--- src/hw/timebase_gpio_defs.vh ---
// Constants for the timebase divider and general purpose pin block.
// How it works
// - Clock input held at ground selects the internal oscillator as timebase.
// - A 4MHz crystal between clock input and crystal drive pin is supported.
// - External clocks from 250kHz to 15.5MHz are accepted on the clock input.
// - External clock is divided by twice the divisor register bits 0-4.
// - Code 00000 passes the clock undivided; code 01000 divides by sixteen.
// - Pin configuration bits 5-4 select the mode of pin one.
// - Pin configuration bit 1 pulls pin two low on pass transistor stress.
// - Pin three pulls low when configuration bit 7 is set, else floats.
// - With alert enables cleared, alert control bit 6 pulls the alert pin low.
// - Alert control bit 7 pulls alert low and joins the alert response protocol.
// - All three pins and the alert pin are compared against 1.28V always.
// - The four comparator results read in status second byte bits 4-7.
// - With alert control bit 7 set, answer address 0x19 with own address, then clear bit 7.
`ifndef TIMEBASE_GPIO_DEFS_VH
`define TIMEBASE_GPIO_DEFS_VH

`define REG_PIN_CFG 8'h07
`define REG_TB_DIV 8'h10
`define REG_ALERT_CTL 8'h1c
`define REG_STATUS 8'h1f
`define PIN_CFG_RESET 8'h40
`define TB_DIV_RESET 8'h00
`define ALERT_CTL_RESET 8'h00
`define DIV_LSB 0
`define DIV_MSB 4
`define IO1_MODE_MSB 5
`define IO1_MODE_LSB 4
`define IO1_MODE_LOW 2'h2
`define IO2_STRESS_BIT 1
`define IO2_HIGH_BIT 6
`define IO3_LOW_BIT 7
`define ALERT_GPIO_BIT 6
`define ALERT_ARP_BIT 7
`define ARA_BYTE 8'h19
`define DEV_ADDR_DEFAULT 7'h50
`define CLK_PERIOD_NS 50
`define TB_TARGET_KHZ 250
`define INT_HALF_CYC (500000 / `TB_TARGET_KHZ / `CLK_PERIOD_NS)
`define GROUND_CYC (2000000 / `TB_TARGET_KHZ / `CLK_PERIOD_NS)

`endif

--- src/hw/timebase_divider.v ---
// Timebase source selection and glitch-free even divider.
`timescale 1ns/100ps
`default_nettype none
`include "timebase_gpio_defs.vh"
module timebase_divider #(
   parameter IDLE_W = 8
) (
   input wire mclk,
   input wire resetn,
   input wire clkPinSync,
   input wire [4:0] divisor,
   output reg timebaseClk_q,
   output reg timebaseTick_q,
   output reg useInternal_q
);
   localparam integer GROUND_LAST_I = `GROUND_CYC - 1;
   localparam integer INT_LAST_I = `INT_HALF_CYC - 1;
   localparam [IDLE_W-1:0] GROUND_LAST = GROUND_LAST_I[IDLE_W-1:0];
   localparam [5:0] INT_LAST = INT_LAST_I[5:0];
   localparam [4:0] ONE = 5'h01;

   reg clkPrev_q;
   reg [4:0] edgeCnt_q;
   reg [4:0] edgeCnt_d;
   reg [IDLE_W-1:0] idleCnt_q;
   reg [5:0] intCnt_q;
   reg [5:0] intCnt_d;
   reg timebaseClk_d;
   wire extRise = clkPinSync & ~clkPrev_q;
   wire extEdge = clkPinSync ^ clkPrev_q;

   ////////////////////////////////////////////////////////////////////////////////
   // Next divided level; the output only ever changes from this flop.
   always @* begin
      timebaseClk_d = timebaseClk_q;
      edgeCnt_d = edgeCnt_q;
      intCnt_d = 6'h00;
      if (useInternal_q) begin
         intCnt_d = intCnt_q + 6'h01;
         if (intCnt_q >= INT_LAST) begin
            intCnt_d = 6'h00;
            timebaseClk_d = ~timebaseClk_q;
         end
      end else if (divisor == 5'h00) begin
         timebaseClk_d = clkPinSync;
         edgeCnt_d = 5'h00;
      end else if (extRise) begin
         if (edgeCnt_q >= divisor - ONE) begin
            edgeCnt_d = 5'h00;
            timebaseClk_d = ~timebaseClk_q;
         end else begin
            edgeCnt_d = edgeCnt_q + ONE;
         end
      end
   end

   ////////////////////////////////////////////////////////////////////////////////
   // Source detection and output flops.
   always @(posedge mclk) begin
      if (!resetn) begin
         clkPrev_q <= 1'b0;
         edgeCnt_q <= 5'h00;
         idleCnt_q <= {IDLE_W{1'b0}};
         intCnt_q <= 6'h00;
         useInternal_q <= 1'b0;
         timebaseClk_q <= 1'b0;
         timebaseTick_q <= 1'b0;
      end else begin
         clkPrev_q <= clkPinSync;
         edgeCnt_q <= edgeCnt_d;
         intCnt_q <= intCnt_d;
         timebaseClk_q <= timebaseClk_d;
         timebaseTick_q <= timebaseClk_d & ~timebaseClk_q;
         if (extEdge) begin
            idleCnt_q <= {IDLE_W{1'b0}};
            useInternal_q <= 1'b0;
         end else if (idleCnt_q >= GROUND_LAST) begin
            useInternal_q <= ~clkPinSync;
         end else begin
            idleCnt_q <= idleCnt_q + {{(IDLE_W-1){1'b0}}, 1'b1};
         end
      end
   end
endmodule // timebase_divider
`default_nettype wire

--- src/hw/timebase_gpio_config.v ---
// Two-wire register slave, pin configuration and timebase for the controller.
`timescale 1ns/100ps
`default_nettype none
`include "timebase_gpio_defs.vh"
module timebase_gpio_config #(
   parameter [6:0] DEV_ADDR = `DEV_ADDR_DEFAULT
) (
   input wire mclk,
   input wire resetn,
   input wire sclIn,
   input wire sdaIn,
   output wire sdaOut,
   output reg sdaOe_q,
   input wire alertIn,
   output wire alertOut,
   output reg alertOe_q,
   input wire ioPinOneIn,
   output wire ioPinOneOut,
   output reg ioPinOneOe_q,
   input wire ioPinTwoIn,
   output wire ioPinTwoOut,
   output reg ioPinTwoOe_q,
   input wire ioPinThreeIn,
   output wire ioPinThreeOut,
   output reg ioPinThreeOe_q,
   input wire fetStress,
   input wire clockInputPin,
   output reg crystalDrivePin_q,
   output wire timebaseClk,
   output wire timebaseTick,
   output wire timebaseInternal,
   output reg [2:0] divisorUpper_q
);
   localparam [2:0] ST_IDLE = 3'h0;
   localparam [2:0] ST_RECV = 3'h1;
   localparam [2:0] ST_ACK = 3'h2;
   localparam [2:0] ST_SEND = 3'h3;
   localparam [2:0] ST_MACK = 3'h4;
   localparam [1:0] K_ADDR = 2'h0;
   localparam [1:0] K_CMD = 2'h1;
   localparam [1:0] K_DATA = 2'h2;

   reg zero_q;
   reg [6:0] syncA_q;
   reg [6:0] syncB_q;
   reg sclP_q;
   reg sdaP_q;
   reg [2:0] state_q;
   reg [3:0] bitCnt_q;
   reg [7:0] shift_q;
   reg [1:0] kind_q;
   reg read_q;
   reg ara_q;
   reg [7:0] ptr_q;
   reg byteSel_q;
   reg [7:0] tx_q;
   reg [7:0] pinCfg_q;
   reg [7:0] tbDiv_q;
   reg [7:0] alertCtl_q;
   reg [7:0] rdData;
   wire [7:0] txNext;

   ////////////////////////////////////////////////////////////////////////////////
   // Pin inputs pass two flops; only the second stage is read by logic.
   wire sclS = syncB_q[0];
   wire sdaS = syncB_q[1];
   wire clkS = syncB_q[2];
   wire [3:0] cmpS = syncB_q[6:3];
   wire sclRise = sclS & ~sclP_q;
   wire sclFall = ~sclS & sclP_q;
   wire busStart = sclS & sclP_q & sdaP_q & ~sdaS;
   wire busStop = sclS & sclP_q & ~sdaP_q & sdaS;

   always @(posedge mclk) begin
      if (!resetn) begin
         syncA_q <= 7'h03;
         syncB_q <= 7'h03;
         sclP_q <= 1'b1;
         sdaP_q <= 1'b1;
         zero_q <= 1'b0;
         crystalDrivePin_q <= 1'b0;
      end else begin
         syncA_q <= {alertIn, ioPinThreeIn, ioPinTwoIn, ioPinOneIn,
                     clockInputPin, sdaIn, sclIn};
         syncB_q <= syncA_q;
         sclP_q <= sclS;
         sdaP_q <= sdaS;
         zero_q <= 1'b0;
         crystalDrivePin_q <= ~clkS;
      end
   end

   assign sdaOut = zero_q;
   assign alertOut = zero_q;
   assign ioPinOneOut = zero_q;
   assign ioPinTwoOut = zero_q;
   assign ioPinThreeOut = zero_q;

   ////////////////////////////////////////////////////////////////////////////////
   // Read data for the current pointer.
   always @* begin
      case (ptr_q)
         `REG_PIN_CFG: rdData = pinCfg_q;
         `REG_TB_DIV: rdData = tbDiv_q;
         `REG_ALERT_CTL: rdData = alertCtl_q;
         `REG_STATUS: rdData = byteSel_q ? {cmpS, 4'h0} : 8'h00;
         default: rdData = 8'h00;
      endcase
   end

   assign txNext = ara_q ? {DEV_ADDR, 1'b0} : rdData;

   ////////////////////////////////////////////////////////////////////////////////
   // Serial slave and register file.
   always @(posedge mclk) begin
      if (!resetn) begin
         state_q <= ST_IDLE;
         bitCnt_q <= 4'h0;
         shift_q <= 8'h00;
         kind_q <= K_ADDR;
         read_q <= 1'b0;
         ara_q <= 1'b0;
         ptr_q <= 8'h00;
         byteSel_q <= 1'b0;
         tx_q <= 8'h00;
         sdaOe_q <= 1'b0;
         pinCfg_q <= `PIN_CFG_RESET;
         tbDiv_q <= `TB_DIV_RESET;
         alertCtl_q <= `ALERT_CTL_RESET;
      end else if (busStart) begin
         state_q <= ST_RECV;
         bitCnt_q <= 4'h0;
         kind_q <= K_ADDR;
         ara_q <= 1'b0;
         sdaOe_q <= 1'b0;
      end else if (busStop) begin
         state_q <= ST_IDLE;
         sdaOe_q <= 1'b0;
      end else begin
         case (state_q)
            ST_RECV: begin
               if (sclRise && bitCnt_q != 4'h8) begin
                  shift_q <= {shift_q[6:0], sdaS};
                  bitCnt_q <= bitCnt_q + 4'h1;
               end
               if (sclFall && bitCnt_q == 4'h8) begin
                  bitCnt_q <= 4'h0;
                  case (kind_q)
                     K_ADDR: begin
                        if (shift_q[7:1] == DEV_ADDR) begin
                           read_q <= shift_q[0];
                           kind_q <= K_CMD;
                           sdaOe_q <= 1'b1;
                           state_q <= ST_ACK;
                        end else if (shift_q == `ARA_BYTE && alertCtl_q[`ALERT_ARP_BIT]) begin
                           read_q <= 1'b1;
                           ara_q <= 1'b1;
                           sdaOe_q <= 1'b1;
                           state_q <= ST_ACK;
                        end else begin
                           state_q <= ST_IDLE;
                        end
                     end
                     K_CMD: begin
                        ptr_q <= shift_q;
                        byteSel_q <= 1'b0;
                        kind_q <= K_DATA;
                        sdaOe_q <= 1'b1;
                        state_q <= ST_ACK;
                     end
                     default: begin
                        case (ptr_q)
                           `REG_PIN_CFG: pinCfg_q <= shift_q;
                           `REG_TB_DIV: tbDiv_q <= shift_q;
                           `REG_ALERT_CTL: alertCtl_q <= shift_q;
                           default: ;
                        endcase
                        if (ptr_q == `REG_STATUS && !byteSel_q) begin
                           byteSel_q <= 1'b1;
                        end else begin
                           ptr_q <= ptr_q + 8'h01;
                           byteSel_q <= 1'b0;
                        end
                        sdaOe_q <= 1'b1;
                        state_q <= ST_ACK;
                     end
                  endcase
               end
            end
            ST_ACK: begin
               if (sclFall) begin
                  if (read_q) begin
                     tx_q <= txNext;
                     sdaOe_q <= ~txNext[7];
                     state_q <= ST_SEND;
                  end else begin
                     sdaOe_q <= 1'b0;
                     state_q <= ST_RECV;
                  end
               end
            end
            ST_SEND: begin
               if (sclFall) begin
                  if (bitCnt_q == 4'h7) begin
                     bitCnt_q <= 4'h0;
                     sdaOe_q <= 1'b0;
                     state_q <= ST_MACK;
                     if (ara_q) begin
                        alertCtl_q[`ALERT_ARP_BIT] <= 1'b0;
                     end
                  end else begin
                     tx_q <= {tx_q[6:0], 1'b0};
                     sdaOe_q <= ~tx_q[6];
                     bitCnt_q <= bitCnt_q + 4'h1;
                  end
               end
            end
            ST_MACK: begin
               if (sclRise) begin
                  if (sdaS) begin
                     state_q <= ST_IDLE;
                  end else begin
                     state_q <= ST_ACK;
                     if (!ara_q) begin
                        if (ptr_q == `REG_STATUS && !byteSel_q) begin
                           byteSel_q <= 1'b1;
                        end else begin
                           ptr_q <= ptr_q + 8'h01;
                           byteSel_q <= 1'b0;
                        end
                     end
                  end
               end
            end
            default: state_q <= ST_IDLE;
         endcase
      end
   end

   ////////////////////////////////////////////////////////////////////////////////
   // Pin drivers; each enable pulls its pin low.
   always @(posedge mclk) begin
      if (!resetn) begin
         ioPinOneOe_q <= 1'b0;
         ioPinTwoOe_q <= 1'b0;
         ioPinThreeOe_q <= 1'b0;
         alertOe_q <= 1'b0;
         divisorUpper_q <= 3'h0;
      end else begin
         ioPinOneOe_q <= pinCfg_q[`IO1_MODE_MSB:`IO1_MODE_LSB] == `IO1_MODE_LOW;
         ioPinTwoOe_q <= (pinCfg_q[`IO2_STRESS_BIT] & fetStress)
                         | ~pinCfg_q[`IO2_HIGH_BIT];
         ioPinThreeOe_q <= pinCfg_q[`IO3_LOW_BIT];
         alertOe_q <= alertCtl_q[`ALERT_GPIO_BIT]
                      | alertCtl_q[`ALERT_ARP_BIT];
         divisorUpper_q <= tbDiv_q[7:5];
      end
   end

   ////////////////////////////////////////////////////////////////////////////////
   // Timebase.
   timebase_divider u_divider (
      .mclk(mclk),
      .resetn(resetn),
      .clkPinSync(clkS),
      .divisor(tbDiv_q[`DIV_MSB:`DIV_LSB]),
      .timebaseClk_q(timebaseClk),
      .timebaseTick_q(timebaseTick),
      .useInternal_q(timebaseInternal)
   );
endmodule // timebase_gpio_config
`default_nettype wire

--- config.mk ---
export PLATFORM = sky130hd
export DESIGN_NAME = timebase_gpio_config
export DESIGN_NICKNAME = d
export VERILOG_FILES = /design/src/hw/timebase_divider.v /design/src/hw/timebase_gpio_config.v
export VERILOG_INCLUDE_DIRS = /design/src /design/src/hw
export SDC_FILE = /design/constraint.sdc
export NUM_CORES = 1
export LEC_CHECK = 0
export ABC_CLOCK_PERIOD_IN_PS = 2800
export BUFFER_PORTS_ARGS = -buffer_cell sky130_fd_sc_hd__buf_2
export CAP_MARGIN = 25
export CORE_MARGIN = 2
export CORE_UTILIZATION = 34
export CTS_BUF_LIST = sky130_fd_sc_hd__clkbuf_8
export DETAILED_ROUTE_END_ITERATION = 7
export PLACE_DENSITY = 0.51
export SYNTH_ARGS = -nofsm -noshare
export SYNTH_HDL_FRONTEND = slang
export SYNTH_SLANG_ARGS = --single-unit
--- constraint.sdc ---
create_clock -name mclk -period 2.8 [get_ports mclk]
set_input_delay 0.42 -clock mclk [delete_from_list [all_inputs] [get_ports mclk]]
set_output_delay 0.42 -clock mclk [all_outputs]
set_load 0.005 [all_outputs]
==> results of run 1 <==
==> power by group through the flow <==
stage	sequential, uW	clock (uW)	combinational [uW]
2_1_floorplan	1580	0	76.3
3_3_place_gp	1590	0	94.5
3_5_place_dp	1590	0	95.7
4_1_cts	1550	990	96.0
5_1_grt	1560	1060	106
6_report	1550	943	93.7
==> cells in the final DEF, fill, tap and decap left out, types with 13 or more instances in the layout <==
cell type,count
nor2_1,69
mux2i_1,27
nand2b_1,13
nand3_1,14
dfxtp_1,107
inv_1,17
ha_1,14
o21ai_0,15
buf_2,21
nand2_1,55
and2_1,18
a21oi_1,34
==> worst paths after layout <==
path	from	end	cells after the start
worst min register to register	syncA_q[0]	syncB_q[0]	1
worst max register to register	tbDiv_q[0]	u_divider.edgeCnt_q[2]	10
worst min-delay path	sdaIn	syncA_q[1]	2
worst max-delay path	tbDiv_q[0]	u_divider.edgeCnt_q[2]	10
==> metal layers <==
layer  wire length [um]  vias up  GRT usage  share of wire
li1                   -     2030          -              -
met2               5190       71      0.234           0.44
met3                355       16     0.0242          0.030
met5                  0        -          0              0
met1               5980     1922      0.222           0.51
met4                205        0     0.0543          0.017
==> flip-flops by register name, summed over array words and instances (netlist names), 2 cells and up <==
signal and flops:
state_q 3, u_divider.intCnt_q 6, u_divider.idleCnt_q 8, u_divider.edgeCnt_q 5
shift_q 8, divisorUpper_q 3, ptr_q 8, tbDiv_q 8
syncB_q 7, kind_q 2, syncA_q 7, tx_q 7
bitCnt_q 4, alertCtl_q 8, pinCfg_q 8
==> cells by family after synthesis <==
| family | Yosys count | share of synthesized area |
|---|---|---|
| compound gates | 123 | 0.171 |
| xor+xnor | 17 | 0.0295 |
| fa+ha+maj | 14 | 0.0347 |
| buf+inv | 45 | 0.0391 |
| flops | 107 | 0.424 |
| mux | 27 | 0.0535 |
| other cells | 1 | 0.000743 |
| simple gates | 235 | 0.247 |
==> through the flow <==
step,power (uW),instance area [um^2]
floorplan,1660,5060
global placement,1680,5320
detailed placement,1680,5320
CTS,2640,5510
global route,2720,5510
finish,2590,5510
==> area by class of cell <==
| type | instances | area (um^2) | area share |
|---|---|---|---|
| clock buffers | 9 | 124 | 0.0225 |
| clock inverters | 7 | 67.6 | 0.0123 |
| well taps | 184 | 230 | 0.0418 |
| flip-flops and latches | 107 | 2140 | 0.389 |
| multi-input cells | 421 | 2730 | 0.495 |
| inverters | 15 | 56.3 | 0.0102 |
| repair buffers | 29 | 165 | 0.0300 |
==> metrics, run 1 <==
Synth area leader dfxtp_1; Slew Limit Fails 0; first-pass GRT wire length ~20 mm; ys flop type dfxtp_1; Via Count roughly 4000; final design utilization 0.379; die width about 130 um; total track usage 0.154; Worst Path Max Fanout 5; Final setup viols 0; highest clock rate 419 MHz; most common cell in the netlist dfxtp_1; DRT iter0 DRCs roughly 330; kind of critical path flip-flop to flip-flop; P_sw about 600 uW; Worst VDD drop between 0.3 and 0.4 mV; gr ovfl total 0; I/O Pins 27; post-cts sizing count 0; drc violations 0; Worst path slowest cell o21ai_0; area delta synth->final 9.12%; via/cell ratio about 5.2; Yosys top cell area share 0.424; Clk pwr share 0.364; share of total power in combinational logic 0.036; Synth top cells by count dfxtp_1 (107), nor2_1 (69), nand2_1 (55); Post-CTS Setup Repair Bufs 0; Longest Clk Path Bufs 2; CTS buffer count 9; DIE AREA 15800 um^2; initial antenna violation count 0; Post-DP HPWL 8.36 mm; layout net count ~610; cell chain of the critical path inv_1 -> ha_1 -> nor4b_1 -> nor2_1 -> ha_1 -> a21oi_1 -> nor2b_1 -> a211oi_1 -> o21ai_0 -> nor2_1; Antenna Nets Post-Route 0; pre-CTS setup slack approximately 420 ps; Unique masters post-synth slightly below 70; Syn Area/Cell roughly 8.9 um^2; number of port buffers 21; CP Capture Type flip-flop; hold crit path type input pin to flip-flop; Post-synth EDFFs 0; hold slack between 200 and 250 ps; #FFs+latches synth 107; Rel. slew slack 0.526; Setup crit start kind flip-flop; core area approximately 15000 um^2; crit share post-route 0.853; share of layout cells above drive strength 1 0.104; CP peak stage delay ~470 ps; CTS Root Cell clkbuf_8; CTS clk-pin slew, worst paths about 100 ps; Leakage Power 0.00212 uW; status completed; initial core utilization 0.347; filler instances between 1000 and 1500; WP buf/inv 1; Worst Path Arrival roughly 2600 ps; Yosys warning total 0; WL final roughly 12 mm; Pint 1990 uW; Post-synth ARST share 0; RSZ-0062 raised after global routing no; Fin. Hold Viols 0; final non-filler cell total 772; overall die height between 100 and 150 um; wire length per cell 15.2 um; CP required around 3000 ps; part of the Yosys area used for sequential elements 0.424; hold buffers post-CTS 0; Synth Instances ~570; dpl cells 756; H-tree Lvls 3; R2R setup slack 410 ps; switching part of the total power 0.233; CP top delay family simple AND/OR/NAND/NOR gates; setup TNS 0 ps; site row count between 40 and 50; Pwr Density 470 nW/um^2; Seq pwr share 0.600; final worst slack a little over 400 ps; TritonCTS clock tree built; max_cap viols 0; clock sinks ~110; drt first pass iters 4; clk_lat worst skew 380 ps; Setup Skew 16.9 ps; vias in the first global route approximately 3700; Final min period ~2400 ps; largest net degree at the start of global routing 42; Worst-Margin Slew roughly 710 ps; routability cong. slightly above 0.8; cell area after synthesis 5050 um^2; Inserted Diodes 0; top area cells in the synthesized netlist dfxtp_1 (42%), mux2i_1 (5.4%), nor2_1 (5.1%), nand2_1 (4.1%), ha_1 (3.5%)
Note: power is estimated with default switching activity, not from simulation.
==> inputs of run 2 (changes only) <==
CORE_UTILIZATION = 63   (was 34)
PLACE_DENSITY = 0.84   (was 0.51)
==> run 2 against run 1 <==
Compared with the run above: clock skew down 5.5 ps; sequential share of layout area rose by 0.84 points; count of clock-buffer cells in the layout up 1; flip-flop and latch count unchanged; clock power is 1% lower; hold slack improved by 11 ps; fmax fell by 2.2%; first-iteration DRC count fell by 1.8%; design area is 2.1% lower; power decreased by 0.60%; global-route usage up 11 points; core utilization rose by 32 points; critical path type unchanged; largest cell class unchanged; largest power group unchanged.
==> metrics, run 2 (synthesized netlist as in run 1, its figures left out) <==
site row count 32 (-27%); drt first pass iters 5 (+1); Worst R2R Start tbDiv_q[0]; Post-CTS Setup Repair Bufs 0 (unchanged); Worst-Margin Slew 736 ps (+27.2 ps); status completed; core area 7730 um^2 (-47%); Worst VDD drop 0.417 mV (+38%); Fin. Hold Viols 0 (unchanged); final non-filler cell total 688 (-11%); filler instances 617 (-59%); area occupied by registers 2140 um^2 (unchanged); layout net count 605 (-0.33%); Worst path slowest cell o21ai_0; CP peak stage delay 500 ps (+30 ps); gr ovfl total 0 (unchanged); R2R setup slack 360 ps (-50 ps); Post-DP HPWL 7.65 mm (-8.5%); CTS Root Cell clkbuf_8; most frequent cells in the layout dfxtp_1 (107), nor2_1 (69), nand2_1 (55); overall die height 93.5 um (-26%); setup TNS 0 ps (unchanged); CTS buffer count 9 (unchanged); Antenna Nets Post-Route 0 (unchanged); Worst Path Max Fanout 5 (unchanged); initial core utilization 0.653 (+0.306); Leakage Power 0.00211 uW (-0.39%); final worst slack 357 ps (-54.0 ps); hold crit path type input pin to flip-flop; CTS clk-pin slew, worst paths 100 ps (about the same); Inserted Diodes 0 (unchanged); area occupied by multi-input gates 2730 um^2 (unchanged); kind of critical path flip-flop to flip-flop; DIE AREA 8750 um^2 (-45%); Via Count 4157 (+2.9%); Final min period 2440 ps (+54.0 ps); largest net degree at the start of global routing 41 (-2.4%); Slew Limit Fails 0 (unchanged); Setup crit start kind flip-flop; WL final 11.0 mm (-6.6%); pre-CTS setup slack 441 ps (+18.2 ps); wire length per cell 15.9 um (+4.8%); Rel. slew slack 0.508 (-0.0182); commonest non-fill, non-tap cell in the layout dfxtp_1; Setup Skew 11.4 ps (-5.51 ps); post-cts sizing count 0 (unchanged); Worst Path Arrival 2690 ps (+50 ps); WHS Endpoint syncA_q[1]; vias in the first global route 3883 (+4.2%); area delta synth->final 6.81%; share of layout cells above drive strength 1 0.102 (-0.00135); Longest Clk Path Bufs 2 (unchanged); via/cell ratio 6.04 (+15%); RSZ-0062 raised after global routing no; routability cong. 0.854 (+5.3%); highest clock rate 409 MHz (-2.2%); Final setup viols 0 (unchanged); crit share post-route 0.873 (+0.0193); CP required 3050 ps (about the same); max_cap viols 0 (unchanged); Reg2Reg Depth 10 (unchanged); hold slack 232 ps (+11.4 ps); TritonCTS clock tree built; Pwr Density 477 nW/um^2 (+1.5%); H-tree Lvls 3 (unchanged); r2r endpoint u_divider.edgeCnt_q[2]; I/O Pins 27 (unchanged); drc violations 0 (unchanged); HP Start sdaIn; number of port buffers 21 (unchanged); initial antenna violation count 0 (unchanged); dpl cells 672 (-11%); total track usage 0.265 (+0.111); hold path depth 2 (unchanged); DRT iter0 DRCs 321 (-1.8%); cell chain of the critical path inv_1 -> ha_1 -> nor4b_1 -> nor2_1 -> ha_1 -> a21oi_1 -> nor2b_1 -> a211oi_1 -> o21ai_0 -> nor2_1; clock sinks 107 (unchanged); die width 93.5 um (-26%); hold buffers post-CTS 0 (unchanged); CP Capture Type flip-flop; first-pass GRT wire length 18.6 mm (-5.3%); clk_lat worst skew 380 ps (about the same)
run 2: cell count changes in the layout (fill, tap and decap cells not counted):
cell / previous run / this run
inv_8: 0 / 3
buf_4: 8 / 6
bufinv_16: 1 / 0
clkbuf_8: 9 / 10
clkinv_2: 1 / 0
clkinv_4: 0 / 1
clkinvlp_4: 1 / 0
inv_1: 17 / 16
inv_6: 2 / 1
run 2: how the worst max path moves through the flow:
stage,startpoint,end,slack (ps),depth (start not counted)
2_1_floorplan,tbDiv_q[0],u_divider.edgeCnt_q[0],470,10
3_3_place_gp,tbDiv_q[0],u_divider.edgeCnt_q[1],580,10
3_5_place_dp,tbDiv_q[0],u_divider.edgeCnt_q[2],440,10
4_1_cts,tbDiv_q[0],u_divider.edgeCnt_q[2],420,10
5_1_grt,tbDiv_q[0],u_divider.edgeCnt_q[4],130,10
6_report,tbDiv_q[0],u_divider.edgeCnt_q[2],360,10
run 2: per-layer routing:
layer / share of wire / global-route usage / wire length [um]
met4: 0.021 / 0.100 / 233
met5: 0 / 0 / 0
met1: 0.45 / 0.359 / 4970
met2: 0.45 / 0.411 / 4940
met3: 0.075 / 0.0645 / 820
run 2: worst max-delay path, delay by kind of cell (launching register included):
| kind | cells | cell delay (ps) |
|---|---|---|
| flops | 1 | 350 |
| buf+inv | 1 | 90 |
| compound gates | 3 | 650 |
| fa+ha+maj | 2 | 500 |
| simple gates | 4 | 740 |
run 2: area by class of cell:
class / count / area share
clock inverter: 6 / 0.0102
tap: 102 / 0.0237
timing repair buffer: 27 / 0.0278
multi-input combinational: 421 / 0.505
inverter: 15 / 0.0104
sequential: 107 / 0.397
clock buffer: 10 / 0.0255
run 2: report_power, final:
| group | total (uW) | internal (uW) | switching (uW) |
|---|---|---|---|
| Clock | 929 | 369 | 560 |
| Combinational | 91.6 | 34.6 | 57.1 |
| Sequential | 1550 | 1540 | 15.8 |
| Total | 2580 | 1940 | 633 |
run 2: metrics by stage:
step / instance area (um^2) / util / total power [uW]
3_3_place_gp: 5200 / 0.673 / 1680
3_5_place_dp: 5200 / 0.673 / 1680
5_1_grt: 5390 / 0.698 / 2670
2_1_floorplan: 5060 / - / 1660
4_1_cts: 5390 / 0.698 / 2600
6_report: 5390 / 0.698 / 2580
